[src/include/uart_lmc_pkg.sv]
// Purpose: shared constants and types for the line format / modem control block
// Assumes: 8-bit register port, 3-bit register address
// Notes:   16 ticks of the baud tick make one bit time
package uart_lmc_pkg;

  // register offsets
  localparam logic [2:0] OFS_DATA  = 3'h0;
  localparam logic [2:0] OFS_IRQEN = 3'h1;
  localparam logic [2:0] OFS_LCR   = 3'h3;
  localparam logic [2:0] OFS_MCR   = 3'h4;
  localparam logic [2:0] OFS_LSR   = 3'h5;
  localparam logic [2:0] OFS_MSR   = 3'h6;

  // line_format_control fields
  localparam int LCR_STB   = 2;
  localparam int LCR_PEN   = 3;
  localparam int LCR_EPS   = 4;
  localparam int LCR_STICK = 5;
  localparam int LCR_BRK   = 6;
  localparam int LCR_DIVISOR_ACCESS_SELECT  = 7;

  // handshake_output_control fields
  localparam int MCR_DTR  = 0;
  localparam int MCR_RTS  = 1;
  localparam int MCR_OUTA = 2;
  localparam int MCR_OUTB = 3;
  localparam int MCR_LOOP = 4;
  localparam int MCR_AFE  = 5;

  // reset values
  localparam logic [7:0]  LCR_RST  = 8'h00;
  localparam logic [7:0]  MCR_RST  = 8'h00;
  localparam logic [7:0]  IER_RST  = 8'h00;
  localparam logic [7:0]  IER_MASK = 8'h0F;
  localparam logic [7:0]  MCR_MASK = 8'h3F;
  localparam logic [15:0] DIV_RST  = 16'h0001;

  // timing in baud ticks
  localparam logic [5:0] TICKS_BIT    = 6'h10;
  localparam logic [5:0] TICKS_HALF   = 6'h08;
  localparam logic [5:0] TICKS_STOP15 = 6'h18;
  localparam logic [5:0] TICKS_STOP2  = 6'h20;
  localparam logic [1:0] BRK_HIGH_SAMPLES = 2'h2;

  typedef enum logic [2:0] {TX_IDLE, TX_START, TX_DATA, TX_PAR, TX_STOP} tx_state_t;
  typedef enum logic [2:0] {RX_IDLE, RX_START, RX_DATA, RX_PAR, RX_STOP, RX_BREAK} rx_state_t;

endpackage

[src/logic/uart_line_modem_control.sv]
// Purpose: line format, line status and modem control of an async serial element
// Assumes: character mode only (no FIFOs); pins synchronous to clk
// Notes:   divisor latches, holding and buffer registers included so the flags have a cause
`timescale 1ns/1ns
module uart_line_modem_control
  import uart_lmc_pkg::*;
#(
  parameter logic [15:0] DIV_RESET = DIV_RST
) (
  // clock and reset
  input  wire logic       clk,
  input  wire logic       rst_n,
  // register port
  input  wire logic [2:0] addr,
  input  wire logic [7:0] wdata,
  input  wire logic       wr_stb,
  input  wire logic       rd_stb,
  output logic      [7:0] rdata,
  // serial link
  input  wire logic       serial_rx_pin,
  output logic            serial_tx_pin,
  // modem inputs, active low
  input  wire logic       cts_n,
  input  wire logic       dsr_n,
  input  wire logic       ri_n,
  input  wire logic       dcd_n,
  // modem outputs, active low
  output logic            dtr_n,
  output logic            rts_n,
  output logic            user_output_a_n,
  output logic            user_output_b_n
);

  function automatic logic at(input logic [2:0] a, input logic [2:0] ofs);
    at = (a == ofs);
  endfunction

  // data bits beyond the word length are masked off
  function automatic logic [7:0] len_mask(input logic [1:0] len);
    len_mask = 8'hFF >> (2'h3 - len);
  endfunction

  // parity bit to send or expect for a character
  function automatic logic par_bit(input logic [7:0] d, input logic [7:0] line_format_control);
    logic ones;
    ones = ^(d & len_mask(line_format_control[1:0]));
    if (line_format_control[LCR_STICK]) begin
      par_bit = ~line_format_control[LCR_EPS];
    end else begin
      par_bit = line_format_control[LCR_EPS] ? ones : ~ones;
    end
  endfunction

  logic [7:0]  lcr_ff, mcr_ff, ier_ff, rx_buffer_ff, tx_holding_ff, rdata_ff;
  logic [15:0] div_ff, baud_cnt_ff;
  logic        tick_ff, tx_holding_empty_ff, rx_char_available_ff;
  logic [3:0]  err_ff;
  logic        serial_tx_pin_ff, dtr_n_ff, rts_n_ff, outa_n_ff, outb_n_ff;

  // register decode
  wire divisor_access_select    = lcr_ff[LCR_DIVISOR_ACCESS_SELECT];
  wire loop    = mcr_ff[MCR_LOOP];
  wire wr_low  = wr_stb && at(addr, OFS_DATA);
  wire wr_high = wr_stb && at(addr, OFS_IRQEN);
  wire wr_thr  = wr_low && !divisor_access_select;
  wire wr_dll  = wr_low && divisor_access_select;
  wire wr_dlm  = wr_high && divisor_access_select;
  wire wr_ier  = wr_high && !divisor_access_select;
  wire rd_rbr  = rd_stb && at(addr, OFS_DATA) && !divisor_access_select;
  wire rd_lsr  = rd_stb && at(addr, OFS_LSR);

  always_ff @(posedge clk or negedge rst_n) begin
    if (!rst_n) begin
      lcr_ff        <= LCR_RST;
      mcr_ff        <= MCR_RST;
      ier_ff        <= IER_RST;
      div_ff        <= DIV_RESET;
      tx_holding_ff <= 8'h00;
    end else begin
      if (wr_stb && at(addr, OFS_LCR)) lcr_ff <= wdata;
      if (wr_stb && at(addr, OFS_MCR)) mcr_ff <= wdata & MCR_MASK;
      if (wr_ier) ier_ff <= wdata & IER_MASK;
      if (wr_dll) div_ff[7:0] <= wdata;
      if (wr_dlm) div_ff[15:8] <= wdata;
      if (wr_thr) tx_holding_ff <= wdata;
    end
  end

  // baud tick; reloading on a latch write avoids a long first count
  wire [15:0] nxt_div      = wr_dll ? {div_ff[15:8], wdata} :
                             wr_dlm ? {wdata, div_ff[7:0]} : div_ff;
  wire        nxt_tick     = (baud_cnt_ff <= 16'h0001);
  wire [15:0] nxt_baud_cnt = (wr_dll || wr_dlm || nxt_tick) ? nxt_div : baud_cnt_ff - 16'h0001;

  always_ff @(posedge clk or negedge rst_n) begin
    if (!rst_n) begin
      baud_cnt_ff <= DIV_RESET;
      tick_ff     <= 1'b0;
    end else begin
      baud_cnt_ff <= nxt_baud_cnt;
      tick_ff     <= nxt_tick;
    end
  end

  // ---------------- transmitter ----------------
  tx_state_t  tx_st_ff;
  logic [7:0] tx_shifter_ff;
  logic [2:0] tx_bit_ff;
  logic [5:0] tx_cnt_ff;
  logic       tx_par_ff;

  wire [2:0] last_bit   = 3'h4 + {1'b0, lcr_ff[1:0]};
  wire       cts_active = loop ? mcr_ff[MCR_RTS] : !cts_n;
  wire       cts_ok     = !mcr_ff[MCR_AFE] || cts_active;
  wire [5:0] stop_ticks = !lcr_ff[LCR_STB] ? TICKS_BIT :
                          (lcr_ff[1:0] == 2'b00) ? TICKS_STOP15 : TICKS_STOP2;
  wire [5:0] tx_limit   = (tx_st_ff == TX_STOP) ? stop_ticks : TICKS_BIT;
  wire       tx_bit_end = tick_ff && (tx_cnt_ff == tx_limit - 6'h01);
  wire       tx_load    = (tx_st_ff == TX_IDLE) && !tx_holding_empty_ff && cts_ok;
  wire       tx_line    = (tx_st_ff == TX_START) ? 1'b0 :
                          (tx_st_ff == TX_DATA)  ? tx_shifter_ff[0] :
                          (tx_st_ff == TX_PAR)   ? tx_par_ff : 1'b1;
  wire       tx_fully_idle = tx_holding_empty_ff && (tx_st_ff == TX_IDLE);

  always_ff @(posedge clk or negedge rst_n) begin
    if (!rst_n) begin
      tx_st_ff      <= TX_IDLE;
      tx_shifter_ff <= 8'h00;
      tx_bit_ff     <= 3'h0;
      tx_cnt_ff     <= 6'h00;
      tx_par_ff     <= 1'b0;
    end else begin
      tx_cnt_ff <= tx_bit_end ? 6'h00 : (tick_ff ? tx_cnt_ff + 6'h01 : tx_cnt_ff);
      case (tx_st_ff)
        TX_IDLE: begin
          tx_cnt_ff <= 6'h00;
          if (tx_load) begin
            tx_shifter_ff <= tx_holding_ff;
            tx_par_ff     <= par_bit(tx_holding_ff, lcr_ff);
            tx_st_ff      <= TX_START;
          end
        end
        TX_START: if (tx_bit_end) begin
          tx_bit_ff <= 3'h0;
          tx_st_ff  <= TX_DATA;
        end
        TX_DATA: if (tx_bit_end) begin
          tx_shifter_ff <= {1'b0, tx_shifter_ff[7:1]};
          tx_bit_ff     <= tx_bit_ff + 3'h1;
          if (tx_bit_ff == last_bit) begin
            tx_st_ff <= lcr_ff[LCR_PEN] ? TX_PAR : TX_STOP;
          end
        end
        TX_PAR:  if (tx_bit_end) tx_st_ff <= TX_STOP;
        TX_STOP: if (tx_bit_end) tx_st_ff <= TX_IDLE;
        default: tx_st_ff <= TX_IDLE;
      endcase
    end
  end

  // a write in the cycle of a move wins: the holding register is full again
  always_ff @(posedge clk or negedge rst_n) begin
    if (!rst_n) begin
      tx_holding_empty_ff <= 1'b1;
    end else if (wr_thr) begin
      tx_holding_empty_ff <= 1'b0;
    end else if (tx_load) begin
      tx_holding_empty_ff <= 1'b1;
    end
  end

  // ---------------- receiver ----------------
  rx_state_t  rx_st_ff;
  logic [7:0] rx_shift_ff;
  logic [2:0] rx_bit_ff;
  logic [5:0] rx_cnt_ff;
  logic [1:0] rx_high_ff;
  logic       rx_zero_ff, rx_perr_ff;

  wire       rx_in     = loop ? tx_line : serial_rx_pin;
  wire [5:0] rx_limit  = (rx_st_ff == RX_START) ? TICKS_HALF : TICKS_BIT;
  wire       rx_sample = tick_ff && (rx_cnt_ff == rx_limit - 6'h01);
  wire       rx_load   = (rx_st_ff == RX_STOP) && rx_sample;
  wire       rx_brk    = rx_load && !rx_in && rx_zero_ff;
  wire       rx_fe     = rx_load && !rx_in && !rx_zero_ff;

  always_ff @(posedge clk or negedge rst_n) begin
    if (!rst_n) begin
      rx_st_ff    <= RX_IDLE;
      rx_shift_ff <= 8'h00;
      rx_bit_ff   <= 3'h0;
      rx_cnt_ff   <= 6'h00;
      rx_high_ff  <= 2'h0;
      rx_zero_ff  <= 1'b0;
      rx_perr_ff  <= 1'b0;
    end else begin
      rx_cnt_ff <= rx_sample ? 6'h00 : (tick_ff ? rx_cnt_ff + 6'h01 : rx_cnt_ff);
      case (rx_st_ff)
        RX_IDLE: begin
          rx_cnt_ff <= 6'h00;
          if (!rx_in) rx_st_ff <= RX_START;
        end
        RX_START: if (rx_sample) begin
          rx_st_ff    <= rx_in ? RX_IDLE : RX_DATA;
          rx_bit_ff   <= 3'h0;
          rx_shift_ff <= 8'h00;
          rx_zero_ff  <= 1'b1;
          rx_perr_ff  <= 1'b0;
        end
        RX_DATA: if (rx_sample) begin
          rx_shift_ff[rx_bit_ff] <= rx_in;
          rx_zero_ff <= rx_zero_ff && !rx_in;
          rx_bit_ff  <= rx_bit_ff + 3'h1;
          if (rx_bit_ff == last_bit) begin
            rx_st_ff <= lcr_ff[LCR_PEN] ? RX_PAR : RX_STOP;
          end
        end
        RX_PAR: if (rx_sample) begin
          rx_perr_ff <= (rx_in != par_bit(rx_shift_ff, lcr_ff));
          rx_zero_ff <= rx_zero_ff && !rx_in;
          rx_st_ff   <= RX_STOP;
        end
        RX_STOP: if (rx_sample) begin
          rx_high_ff <= 2'h0;
          // low stop bit is the next start: recheck on the next tick, keep its mid-bit phase
          rx_cnt_ff  <= rx_fe ? TICKS_HALF - 6'h01 : 6'h00;
          rx_st_ff <= rx_brk ? RX_BREAK : (rx_fe ? RX_START : RX_IDLE);
        end
        RX_BREAK: if (tick_ff) begin
          rx_high_ff <= rx_in ? rx_high_ff + 2'h1 : 2'h0;
          if (rx_in && rx_high_ff == BRK_HIGH_SAMPLES - 2'h1) rx_st_ff <= RX_IDLE;
        end
        default: rx_st_ff <= RX_IDLE;
      endcase
    end
  end

  // line status flags; a set in the cycle of a clear wins
  wire [3:0] err_set = {rx_brk,
                        rx_fe,
                        rx_load && lcr_ff[LCR_PEN] && rx_perr_ff && !rx_brk,
                        rx_load && rx_char_available_ff && !rd_rbr};

  generate
    for (genvar i = 0; i < 4; i++) begin : g_err
      always_ff @(posedge clk or negedge rst_n) begin
        if (!rst_n) begin
          err_ff[i] <= 1'b0;
        end else if (err_set[i]) begin
          err_ff[i] <= 1'b1;
        end else if (rd_lsr) begin
          err_ff[i] <= 1'b0;
        end
      end
    end
  endgenerate

  always_ff @(posedge clk or negedge rst_n) begin
    if (!rst_n) begin
      rx_char_available_ff <= 1'b0;
      rx_buffer_ff         <= 8'h00;
    end else if (rx_load) begin
      rx_char_available_ff <= 1'b1;
      rx_buffer_ff         <= rx_brk ? 8'h00 : rx_shift_ff;
    end else if (rd_rbr) begin
      rx_char_available_ff <= 1'b0;
    end
  end

  // ---------------- read side ----------------
  wire       rx_fifo_error_summary = 1'b0;
  wire [7:0] line_condition_flags = {rx_fifo_error_summary, tx_fully_idle, tx_holding_empty_ff,
                    err_ff, rx_char_available_ff};
  wire [3:0] modem_in = loop ? {mcr_ff[MCR_OUTB], mcr_ff[MCR_OUTA],
                                mcr_ff[MCR_DTR], mcr_ff[MCR_RTS]} :
                               {!dcd_n, !ri_n, !dsr_n, !cts_n};
  wire [7:0] rd_mux = at(addr, OFS_DATA)  ? (divisor_access_select ? div_ff[7:0] : rx_buffer_ff) :
                      at(addr, OFS_IRQEN) ? (divisor_access_select ? div_ff[15:8] : ier_ff) :
                      at(addr, OFS_LCR)   ? lcr_ff :
                      at(addr, OFS_MCR)   ? mcr_ff :
                      at(addr, OFS_LSR)   ? line_condition_flags :
                      at(addr, OFS_MSR)   ? {modem_in, 4'h0} : 8'h00;

  // auto RTS drops request while an unread character waits
  wire auto_rts = mcr_ff[MCR_AFE] && mcr_ff[MCR_RTS];

  always_ff @(posedge clk or negedge rst_n) begin
    if (!rst_n) begin
      rdata_ff         <= 8'h00;
      serial_tx_pin_ff <= 1'b1;
      dtr_n_ff         <= 1'b1;
      rts_n_ff         <= 1'b1;
      outa_n_ff        <= 1'b1;
      outb_n_ff        <= 1'b1;
    end else begin
      rdata_ff         <= rd_stb ? rd_mux : 8'h00;
      serial_tx_pin_ff <= loop ? 1'b1 : (lcr_ff[LCR_BRK] ? 1'b0 : tx_line);
      dtr_n_ff         <= loop || !mcr_ff[MCR_DTR];
      rts_n_ff         <= loop || (auto_rts ? rx_char_available_ff : !mcr_ff[MCR_RTS]);
      outa_n_ff        <= loop || !mcr_ff[MCR_OUTA];
      outb_n_ff        <= loop || !mcr_ff[MCR_OUTB];
    end
  end

  assign rdata           = rdata_ff;
  assign serial_tx_pin   = serial_tx_pin_ff;
  assign dtr_n           = dtr_n_ff;
  assign rts_n           = rts_n_ff;
  assign user_output_a_n = outa_n_ff;
  assign user_output_b_n = outb_n_ff;

  // ---------------- checks ----------------
  a_break_forces_low: assert property (@(posedge clk) disable iff (!rst_n)
    lcr_ff[LCR_BRK] && !loop |=> !serial_tx_pin)
    else $error("break set but serial output not low");

  a_loop_tx_high: assert property (@(posedge clk) disable iff (!rst_n)
    loop |=> serial_tx_pin && dtr_n && rts_n && user_output_a_n && user_output_b_n)
    else $error("loopback did not hold outputs high");

  a_modem_invert: assert property (@(posedge clk) disable iff (!rst_n)
    !loop |=> dtr_n == !$past(mcr_ff[MCR_DTR]) && user_output_b_n == !$past(mcr_ff[MCR_OUTB]))
    else $error("modem output polarity wrong");

  a_idle_both_empty: assert property (@(posedge clk) disable iff (!rst_n)
    line_condition_flags[6] |-> tx_holding_empty_ff && tx_st_ff == TX_IDLE)
    else $error("transmitter idle flag with data present");

  a_idle_line_high: assert property (@(posedge clk) disable iff (!rst_n)
    line_condition_flags[6] && !lcr_ff[LCR_BRK] |=> serial_tx_pin)
    else $error("transmitter idle but serial output not at mark");

  a_tx_holding_empty_write: assert property (@(posedge clk) disable iff (!rst_n)
    wr_thr |=> !line_condition_flags[5] ##1 1'b1)
    else $error("holding empty not cleared by write");

  a_divisor_access_select_blocks_thr: assert property (@(posedge clk) disable iff (!rst_n)
    wr_low && divisor_access_select |=> $stable(tx_holding_ff) && div_ff[7:0] == $past(wdata))
    else $error("data offset write missed the divisor latch");

  a_dr_on_load: assert property (@(posedge clk) disable iff (!rst_n)
    rx_load |=> rx_char_available_ff && line_condition_flags[0])
    else $error("data ready not set after a character");

  a_lsr_clear: assert property (@(posedge clk) disable iff (!rst_n)
    rd_lsr && !rx_load |=> err_ff == 4'h0)
    else $error("error flags survived a status read");

  a_overrun: assert property (@(posedge clk) disable iff (!rst_n)
    rx_load && rx_char_available_ff && !rd_rbr |=> err_ff[0])
    else $error("overwrite of unread character not flagged");

  a_break_zero: assert property (@(posedge clk) disable iff (!rst_n)
    rx_brk |=> rx_buffer_ff == 8'h00 && err_ff[3] && rx_st_ff == RX_BREAK)
    else $error("break did not load a zero character");

  a_stop_length: assert property (@(posedge clk) disable iff (!rst_n)
    tx_st_ff == TX_STOP && tick_ff && tx_cnt_ff == 6'h0F && lcr_ff[LCR_STB] |=> tx_st_ff == TX_STOP)
    else $error("second stop bit was cut short");

endmodule

[config.mk]
export PLATFORM = sky130hd
export DESIGN_NAME = uart_line_modem_control
export DESIGN_NICKNAME = d
export VERILOG_FILES = /design/src/include/uart_lmc_pkg.sv /design/src/logic/uart_line_modem_control.sv
export SDC_FILE = /design/constraint.sdc
export NUM_CORES = 1
export LEC_CHECK = 0
export ABC_AREA = 1
export BUFFER_PORTS_ARGS = -buffer_cell sky130_fd_sc_hd__buf_4
export CAP_MARGIN = 20
export CORE_UTILIZATION = 55
export CTS_CLUSTER_SIZE = 25
export DETAILED_ROUTE_END_ITERATION = 12
export HOLD_SLACK_MARGIN = 0.15
export PLACE_DENSITY = 0.75
export SLEW_MARGIN = 20
export SYNTH_ARGS = -nofsm -noshare
export SYNTH_HDL_FRONTEND = slang
export SYNTH_SLANG_ARGS = --single-unit
[constraint.sdc]
create_clock -name clk -period 2.1 [get_ports clk]
set_input_delay 0.42 -clock clk [delete_from_list [all_inputs] [get_ports clk]]
set_output_delay 0.42 -clock clk [all_outputs]
set_load 0.1 [all_outputs]
==> results of run 1 <==
==> cells by family after synthesis <==
kind of cell | synth area share
adders and majority gates | 0.01436
AOI/OAI and AO/OA | 0.1398
xor gates and xnor gates | 0.02763
muxes | 0.005742
DFF | 0.4716
buffers and inverters | 0.07841
and+or+nand+nor | 0.2625
==> tightest hold or removal path, delay by kind of cell <==
family / cells / cell delay (ps)
buffers and inverters: 1 / 140
AO/OA/AOI/OAI: 2 / 130
==> flip-flops by register name, indices dropped and copies added (netlist names), 4 cells and up <==
| signal | cells |
|---|---|
| baud_cnt_ff | 16 |
| div_ff | 16 |
| lcr_ff | 8 |
| rdata | 8 |
| rx_buffer_ff | 8 |
| rx_shift_ff | 8 |
| tx_holding_ff | 8 |
| tx_shifter_ff | 8 |
| mcr_ff | 6 |
| rx_cnt_ff | 6 |
| tx_cnt_ff | 6 |
| err_ff | 4 |
| ier_ff | 4 |
==> cell usage in the layout, fill, tap and decap left out, drive strengths merged, types with 4 or more instances in the layout <==
cell      n
o22ai     8
ha        8
dfrtp   123
o21ai   131
dfstp     8
nand2   252
a21oi    14
mux2i     4
inv     115
buf      54
a31oi     9
xor2     13
nor2     84
nand4    13
xnor2     9
nand3    53
clkinv    6
nor3     10
clkbuf   21
==> synthesized netlist by cell type, types with 9 or more instances <==
master,instances,area (um^2)
inv_2,9,33.78
o21ai_0,97,485.5
nand3_1,47,235.2
dfrtp_1,123,3078
a21oi_1,14,70.07
nor2_1,75,281.5
xor2_1,13,113.9
nand4_1,13,81.33
nor3_1,10,50.05
nand2_1,244,915.9
xnor2_1,9,78.83
a31oi_1,9,56.30
o21ai_1,26,130.1
inv_1,102,382.9
==> worst max path at each step <==
| stage | end | cells after the start | from |
|---|---|---|---|
| after floorplan | tx_shifter_ff[5]$_DFFE_PN0P_ | 14 | lcr_ff[0]$_DFFE_PN0P_ |
| after global placement | tx_shifter_ff[0]$_DFFE_PN0P_ | 14 | tx_st_ff[1]$_DFFE_PN0P_ |
| after detailed placement | tx_shifter_ff[0]$_DFFE_PN0P_ | 14 | tx_st_ff[0]$_DFFE_PN0P_ |
| after CTS | tx_shifter_ff[6]$_DFFE_PN0P_ | 14 | tx_st_ff[0]$_DFFE_PN0P_ |
| after global routing | tx_shifter_ff[2]$_DFFE_PN0P_ | 14 | tx_st_ff[1]$_DFFE_PN0P_ |
| final | tx_shifter_ff[7]$_DFFE_PN0P_ | 13 | tx_st_ff[1]$_DFFE_PN0P_ |
==> power by group through the flow <==
stage	clock (mW)	sequential, mW	combinational (mW)
floorplan	0	3.55	1.54
global placement	0	3.42	2.26
detailed placement	0	3.43	2.31
CTS	2.96	3.40	2.33
global route	3.06	3.48	2.65
finish	2.92	3.41	2.34
==> layer usage <==
layer / track usage / vias to the layer above
li1: - / 3017
met5: 0 / -
met3: 0.07517 / 32
met2: 0.4404 / 180
met4: 0.1039 / 0
met1: 0.3820 / 2793
==> layout make-up <==
cell class | instances | share of cell area
clock buffer | 20 | 0.05589
tap | 168 | 0.02572
clock inverter | 12 | 0.01592
timing repair buffer | 56 | 0.05895
inverter | 113 | 0.05252
sequential | 131 | 0.4024
multi-input combinational | 628 | 0.3886
==> per-stage QoR <==
stage	worst slack (ps)	hold WS (ps)	power (mW)
2_1_floorplan	119.2	124.4	5.091
3_3_place_gp	103.0	267.4	5.685
3_5_place_dp	20.39	270.7	5.735
4_1_cts	15.63	299.8	8.688
5_1_grt	-96.23	320.1	9.185
6_report	59.81	319.1	8.674
==> timing repair <==
action | CTS | global route
gates resized for setup | 2 | 9
gates cloned | 0 | 1
buffers inserted | 0 | 1
setup endpoints to repair | 3 | 18
hold buffers | 1 | 0
endpoints found under the hold margin | 80 | 0
pin swaps | 0 | 2
==> flow_summary_export.csv, run 1 <==
group,metric,value,unit
detailed_routing,vias_per_cell,5.339,
clock_network,cts_tree,"yes",
synth,synth_nets,920,
detailed_routing,drc_errors,0,
synth,synth_flop_cell,"dfrtp_1",
status,status,"finished clean",
finish,finalNonFillerCells,1128,
clock_network,clk_latency,430,ps
grt,grt_pass1_vias,5639,
hold_path,whs_path_depth,3,
finish,drive_gt1_frac,0.1521,
sta,fmax,490.2,MHz
finish,finish.instance_area,8172,um^2
synth,ys_seq_elements,131,
floorplan,die_h,114.6,um
finish,fin_util,0.6719,
worst_setup_path,r2r_setup_slack,60,ps
job,maxCapViolCount,0,
sta,clock_skew,11.08,ps
sta,fin_crit,2040,ps
sta,rsz0062_at_grt,"true",
hold_path,hp-class,"in -> reg",
power,powerDensity,1061,nW/um^2
synth,syn_area,6973,um^2
sta,worst_slew_pin_slew,576.9,ps
worst_setup_path,path_max_fanout,7,
floorplan,io_pins,33,
synth,synth_edf_count,0,
sta,maxSlewHeadroom,0.6140,
worst_setup_path,crit_type,"reg -> reg",
floorplan,fp.dieW,114.6,um
worst_setup_path,cp_data_required_time,2410,ps
detailed_routing,drt_iter0_drc,547,
worst_setup_path,r2r-start,"tx_st_ff[1]$_DFFE_PN0P_",
grt,grt.overflow.total,0,
sta,setup_viol,0,
detailed_routing,routedWlPerCell,14.83,um
place,gp_congestion,0.8849,
clock_network,htree_levels,4,
floorplan,start_util,0.5734,
sta,hold_violations,0,
finish,regArea,3288,um^2
detailed_routing,wl_met2,7.668,mm
worst_setup_path,path_delay_family,"simple AND/OR/NAND/NOR gates",
floorplan,rows,40,
grt,grt_max_degree,67,
finish,fillers,1005,
power,vdd_drop_max,1.062,mV
synth,yosys_warnings,0,
synth,async_reset_ff_frac,1.000,
detailed_routing,wl_met3,995,um
worst_setup_path,cp_cell_sequence,"nor2_2 -> nand2_2 -> nor3_2 -> ha_1 -> xnor2_1 -> nand2_1 -> nor2_2 -> nand3_2 -> inv_2 -> nand2_2 -> nand2_4 -> clkbuf_16 -> o21ai_2",
place,place_inst,1093,
worst_setup_path,r2r-end,"tx_shifter_ff[7]$_DFFE_PN0P_",
clock_network,clock_path_buffers,2,
finish,nNetsFinal,975,
finish,synthToLayoutAreaGrowth,17.19,%
hold_path,hold_end,"rdata[6]$_DFF_PN0_",
worst_setup_path,critPathCaptureType,"flop",
grt,grt_pass1_wl,28.06,mm
sta,fin_crit_sh,0.9715,
power,switchingPower,3.056,mW
power,p_comb_frac,0.270,
finish,multi_input_area,3176,um^2
detailed_routing,dr.pass1.iters,6,
place,hpwl,11.84,mm
worst_setup_path,reg2reg_depth,13,
power,swShare,0.3523,
worst_setup_path,cp.buffers_inverters,2,
floorplan,core_area,12160,um^2
power,p_leak,3.951,nW
worst_setup_path,arrival,2350,ps
place,portBuffers,32,
clock_network,cts_root_buf,"clkbuf_16",
power,p_int,5.618,mW
detailed_routing,drtAntennaViolNets,0,
detailed_routing,num_vias,6022,
synth,synth_cell_types,44,
clock_network,cts_buffers,17,
clock_network,path_clk_slew,60,ps
power,p_seq_frac,0.393,
sta,fin_setup_tns,0,ps
grt,grt_antenna_before_repair,0,
worst_setup_path,cp-start-kind,"flop",
worst_setup_path,critPathMaxStageDelay,390,ps
synth,synthCells,892,
place,detailed_place.area,7505,um^2
sta,slew_viol_final,0,
synth,avgSynthCellArea,7.817,um^2
grt,grt_usage,0.2833,
synth,ys_seq_area_frac,0.4716,
detailed_routing,wl,16.73,mm
finish,n_antenna_cell,0,
detailed_routing,met1Wirelength,7.637,mm
floorplan,die_area,13130,um^2
clock_network,cts_sinks,131,
power,clkPwrFrac,0.337,
worst_setup_path,crit_path_top_delay_cell,"dfrtp_1",
hold_path,hold_start,"rd_stb",
detailed_routing,top_layer,"met4",
No activity file was read; power rests on OpenSTA's default activity.
==> run 2, diff against run 1 <==
- ABC_CLOCK_PERIOD_IN_PS: default -> 2000
- PLACE_DENSITY: 0.75 -> 0.73
- SETUP_SLACK_MARGIN: default -> 0.4
- clock period: 2.1 -> 2 ns (I/O delays scaled with it)
==> run 2 against run 1 <==
Compared with the run above:
- the flow now finishes with violations (setup timing)
- total power increased by 20%
- die area unchanged
- global-route usage increased by 3.1 points
- clock skew increased by 1.1 ps
- highest routed layer unchanged
==> flow_summary_export.csv, run 2 (synthesized netlist as in run 1, its figures left out) <==
group,metric,value,unit
grt,grt_antenna_before_repair,0,
worst_setup_path,cp_data_required_time,2360,ps
detailed_routing,routedWlPerCell,17.85,um
sta,maxSlewHeadroom,0.5981,
worst_setup_path,crit_path_top_delay_cell,"dfrtp_1",
hold_path,hp-class,"in -> reg",
worst_setup_path,path_depth,12,
finish,fillers,776,
floorplan,die_area,13130,um^2
worst_setup_path,critPathCaptureType,"flop",
finish,final_common_cell,"nand2_1",
power,p_comb_frac,0.330,
detailed_routing,drtAntennaViolNets,0,
place,portBuffers,32,
detailed_routing,drc_errors,0,
clock_network,cts_sinks,131,
place,detailed_place.area,7612,um^2
sta,fin_crit,2171,ps
clock_network,htree_levels,4,
clock_network,clk_latency,440,ps
floorplan,rows,40,
sta,rsz0062_at_grt,"true",
power,swShare,0.3682,
sta,hold_violations,0,
finish,nNetsFinal,1038,
sta,worst_slew_pin_slew,596.5,ps
floorplan,start_util,0.5734,
power,p_leak,4.574,nW
detailed_routing,wl,21.26,mm
finish,synthToLayoutAreaGrowth,37.23,%
worst_setup_path,critPathMaxStageDelay,400,ps
finish,drive_gt1_frac,0.3294,
job,maxCapViolCount,0,
grt,grt_pass1_vias,6326,
worst_setup_path,r2r-start,"tx_st_ff[1]$_DFFE_PN0P_",
worst_setup_path,reg2reg_depth,12,
finish,finish.instance_area,9569,um^2
sta,slew_viol_final,0,
place,hpwl,12.27,mm
worst_setup_path,startpoint,"tx_st_ff[1]$_DFFE_PN0P_",
detailed_routing,num_vias,6805,
place,place_ws,-137.8,ps
power,vdd_drop_max,1.092,mV
worst_setup_path,cp.buffers_inverters,2,
power,p_seq_frac,0.349,
finish,fin_util,0.7868,
power,clkPwrFrac,0.321,
detailed_routing,vias_per_cell,5.714,
floorplan,die_h,114.6,um
sta,clock_skew,12.15,ps
worst_setup_path,path_max_fanout,3,
worst_setup_path,crit_top_cell,"nor2_2",
clock_network,cts_tree,"yes",
status,status,"complete, but fails checks",
place,gp_congestion,0.8874,
finish,layout_common_cells,"207 x nand2_1, 119 x dfrtp_1, 93 x inv_1",
sta,fin_crit_sh,1.085,
grt,grt_max_degree,49,
floorplan,io_pins,33,
sta,fin_ws,-171.0,ps
power,switchingPower,3.818,mW
grt,grt_pass1_wl,31.00,mm
sta,whs,273.4,ps
worst_setup_path,cp-start-kind,"flop",
worst_setup_path,cp_cell_sequence,"nor2_2 -> nand2_2 -> nor3_2 -> ha_1 -> xnor2_1 -> nand2_1 -> nor2_2 -> nand3_2 -> inv_2 -> nand2_4 -> buf_6 -> o21ai_2",
floorplan,fp.dieW,114.6,um
finish,n_antenna_cell,0,
worst_setup_path,crit_type,"reg -> reg",
sta,fmax,460.6,MHz
worst_setup_path,path_delay_family,"simple AND/OR/NAND/NOR gates",
status,violations,"setup timing",
clock_network,clock_path_buffers,2,
clock_network,path_clk_slew,70,ps
worst_setup_path,arrival,2530,ps
worst_setup_path,endpoint,"tx_bit_ff[2]$_DFFE_PN0P_",
power,p_int,6.553,mW
grt,grt.overflow.total,0,
clock_network,cts_buffers,17,
grt,grt_usage,0.3144,
finish,reg_top3,"baud_cnt_ff (16), div_ff (16)",
detailed_routing,drt_iter0_drc,517,
worst_setup_path,r2r-end,"tx_bit_ff[2]$_DFFE_PN0P_",
detailed_routing,dr.pass1.iters,6,
clock_network,cts_root_buf,"clkbuf_16",
sta,setup_viol,19,
worst_setup_path,r2r_setup_slack,-170,ps
floorplan,core_area,12160,um^2
power,powerDensity,1084,nW/um^2
## run 2: cell count changes in the layout (fill, tap and decap cells not counted), sizes merged
cell / change
nand2: +2
buf: +58
bufinv: +2
nand3: +1
inv: -4
clkinvlp: +4
## run 2: area by class of cell
type	instances	area, um^2	share of cell area
flip-flops and latches	131	3293	0.3441
repair inverters	1	11.26	0.001177
clock buffers	19	442.9	0.04629
clock inverters	13	185.2	0.01935
repair buffers	115	1137	0.1189
well taps	168	210.2	0.02197
multi-input cells	631	3826	0.3998
inverters	113	462.9	0.04838
## run 2: power groups by stage
stage	sequential (mW)	combinational [mW]	clock, mW
2_1_floorplan	3.73	1.62	0
3_5_place_dp	3.60	2.47	0
3_3_place_gp	3.59	2.42	0
5_1_grt	3.67	3.71	3.46
6_report	3.62	3.42	3.33
4_1_cts	3.57	2.80	3.34
## run 2: stage by stage
stage	setup TNS [ps]	instances	total power [mW]
2_1_floorplan	0	892	5.347
3_3_place_gp	0	1106	6.012
3_5_place_dp	-1386	1106	6.072
4_1_cts	0	1173	9.704
5_1_grt	-4660	1191	10.84
6_report	-2732	1191	10.37
## run 2: how the worst min path moves through the flow
stage	end	startpoint	depth (start not counted)	slack [ps]
finish	rdata[6]$_DFF_PN0_	rd_stb	3	270
global route	rdata[6]$_DFF_PN0_	rd_stb	3	270
CTS	rdata[6]$_DFF_PN0_	rd_stb	3	260
detailed placement	rx_cnt_ff[4]$_DFF_PN0_	rst_n	1	370
global placement	rx_cnt_ff[4]$_DFF_PN0_	rst_n	1	370
floorplan	baud_cnt_ff[10]$_DFF_PN0_	rst_n	0	100
## run 2: per-layer routing
metal	track usage	up-vias	wire, um
met4	0.1446	0	998
li1	-	3158	-
met1	0.4101	3267	8538
met2	0.5022	296	10290
met3	0.06882	84	1426
met5	0	-	0
## run 2: worst min-delay path, cell delays in order
cell	delay (ps)
buf_4	140
o21ai_0	70
a31oi_1	50
## run 2: timing repair
| action | 4_1_cts | 5_1_grt |
|---|---|---|
| pin swaps | 24 | 43 |
| gates resized for setup | 98 | 148 |
| cloned | 6 | 2 |
| setup endpoints to repair | 70 | 76 |
| buffers inserted | 28 | 16 |
| hold buffers | 1 | 0 |
| endpoints found under the hold margin | 42 | 0 |
==> run 3, diff against run 2 <==
- SKIP_CTS_REPAIR_TIMING: default -> 1
==> run 3 against run 2 <==
Compared with the run above:
- the flow still finishes with violations (setup timing)
- combinational power down 3%
- non-clock buffer count stayed put
- hold slack got worse by 0.97 ps
- final area fell by 1.3%
- via count shrank 1.0%
- wire length fell by 3.8%
- worst setup slack improved by 100 ps
- core utilization down 1.0 points
- sequential cell count stayed put
- final cell count barely moved
- critical path depth grew 1
- clock skew grew 5.9 ps
- critical path type unchanged
==> flow_summary_export.csv, run 3 (synthesized netlist as in run 1, its figures left out) <==
group,metric,value,unit
hold_path,hp-class,"in -> reg",
finish,fillers,790,
detailed_routing,dr.pass1.iters,5,
finish,synthToLayoutAreaGrowth,35.42,%
grt,grt_max_degree,49,
sta,hold_violations,0,
finish,regArea,3293,um^2
worst_setup_path,critPathCaptureType,"flop",
worst_setup_path,cp-start-kind,"flop",
place,hpwl,12.27,mm
worst_setup_path,cp.buffers_inverters,1,
detailed_routing,drt_iter0_drc,540,
finish,drive_gt1_frac,0.3124,
status,status,"complete, but fails checks",
grt,grt.overflow.total,0,
place,gp_congestion,0.8874,
power,powerDensity,1087,nW/um^2
detailed_routing,routedWlPerCell,17.19,um
finish,fin_util,0.7764,
power,p_leak,4.565,nW
status,violations,"setup timing",
clock_network,clk_latency,440,ps
clock_network,cts_root_buf,"clkbuf_16",
floorplan,start_util,0.5734,
sta,fin_crit,2069,ps
grt,grt_pass1_wl,28.30,mm
place,portBuffers,32,
finish,nNetsFinal,1036,
finish,final_common_cell,"nand2_1",
detailed_routing,num_vias,6735,
detailed_routing,drc_errors,0,
worst_setup_path,path_max_fanout,8,
clock_network,clock_path_buffers,2,
floorplan,core_area,12160,um^2
worst_setup_path,crit_path_top_delay_cell,"dfrtp_1",
hold_path,hold_start,"rd_stb",
sta,fin_setup_tns,-925.4,ps
worst_setup_path,cp_data_required_time,2360,ps
sta,worst_slew_pin_slew,534.7,ps
detailed_routing,drtAntennaViolNets,0,
sta,maxSlewHeadroom,0.6398,
floorplan,fp.dieW,114.6,um
worst_setup_path,r2r-start,"tx_st_ff[0]$_DFFE_PN0P_",
floorplan,die_area,13130,um^2
clock_network,path_clk_slew,70,ps
worst_setup_path,crit_type,"reg -> reg",
finish,reg_top3,"baud_cnt_ff (16), div_ff (16)",
detailed_routing,wl,20.45,mm
grt,grt_pass1_vias,5789,
worst_setup_path,arrival,2430,ps
clock_network,cts_buffers,17,
sta,slew_viol_final,0,
sta,setup_viol,19,
clock_network,htree_levels,4,
grt,grt_usage,0.2870,
grt,grt_antenna_before_repair,1,
worst_setup_path,path_delay_family,"simple AND/OR/NAND/NOR gates",
sta,fmax,483.3,MHz
sta,fin_crit_sh,1.035,
clock_network,cts_sinks,131,
sta,fin_ws,-69.27,ps
finish,multi_input_area,3734,um^2
sta,rsz0062_at_grt,"true",
job,maxCapViolCount,0,
finish,layout_common_cells,"208 x nand2_1, 119 x dfrtp_1, 94 x inv_1",
floorplan,rows,40,
worst_setup_path,critPathMaxStageDelay,400,ps
worst_setup_path,startpoint,"tx_st_ff[0]$_DFFE_PN0P_",
clock_network,cts_tree,"yes",
floorplan,die_h,114.6,um
floorplan,io_pins,33,
sta,clock_skew,18.01,ps
worst_setup_path,cp_cell_sequence,"nor2_2 -> nand2_2 -> nor3_2 -> ha_1 -> xnor2_1 -> nand2_1 -> nor2_2 -> nand3_2 -> inv_2 -> nand2_4 -> nand2_8 -> nand2_1 -> o21ai_2",
detailed_routing,vias_per_cell,5.660,
power,vdd_drop_max,1.161,mV
-- run 3: cell count changes in the layout (fill, tap and decap cells not counted), sizes merged --
cell,previous run,this run
buf,112,110
clkbuf,21,23
inv,111,109
clkinvlp,6,7
diode,0,1
nand2,254,253
-- run 3: through the flow --
step                total power [mW]  worst slack, ps  area [um^2]  std cells  hold WS (ps)
finish                         10.26           -69.27         9443       1190         272.4
floorplan                      5.347            56.72         6987        892         104.4
detailed placement             6.072           -137.8         7612       1106         372.4
global placement               6.012            28.31         7612       1106         374.4
global route                   10.74           -176.0         9440       1189         272.7
CTS                            9.400           -156.4         8240       1138        -86.80
-- run 3: power breakdown --
part,total [mW],switching [mW],internal (mW)
sequential,3.63,0.464,3.16
combinational,3.31,2.06,1.25
clock,3.33,1.21,2.11
total,10.3,3.73,6.53
-- run 3: worst register-to-register path: stages, from the launching register on --
cell and delay, ps:
dfrtp_1 400, nor2_2 150, nand2_2 90, nor3_2 120, ha_1 260, xnor2_1 180, nand2_1 100, nor2_2 100
nand3_2 120, inv_2 110, nand2_4 90, nand2_8 110, nand2_1 90, o21ai_2 60
-- run 3: final timing paths --
path,endpoint,slack (ps),cells after the start
min reg2reg,tx_par_ff$_DFFE_PN0P_,480,2
max in group asynchronous,baud_cnt_ff[0]$_DFF_PN1_,870,3
min in group asynchronous,rx_cnt_ff[4]$_DFF_PN0_,490,2
max,tx_shifter_ff[5]$_DFFE_PN0P_,-70,13
min,rdata[6]$_DFF_PN0_,270,3
max reg2reg,tx_shifter_ff[5]$_DFFE_PN0P_,-70,13
-- run 3: per-layer routing --
layer / part of all wire / wire (um) / GRT usage
met1: 0.40 / 8231 / 0.3847
met2: 0.49 / 9999 / 0.4420
met3: 0.074 / 1516 / 0.07676
met4: 0.034 / 705 / 0.1186
met5: 0 / 0 / 0
-- run 3: final cells by class --
| class | count | area share |
|---|---|---|
| antenna | 1 | 0.0002650 |
| clock buffer | 19 | 0.04691 |
| clock inverter | 13 | 0.01961 |
| inverter | 113 | 0.04942 |
| multi-input combinational | 630 | 0.3954 |
| sequential | 131 | 0.3487 |
| tap | 168 | 0.02226 |
| timing repair buffer | 115 | 0.1174 |
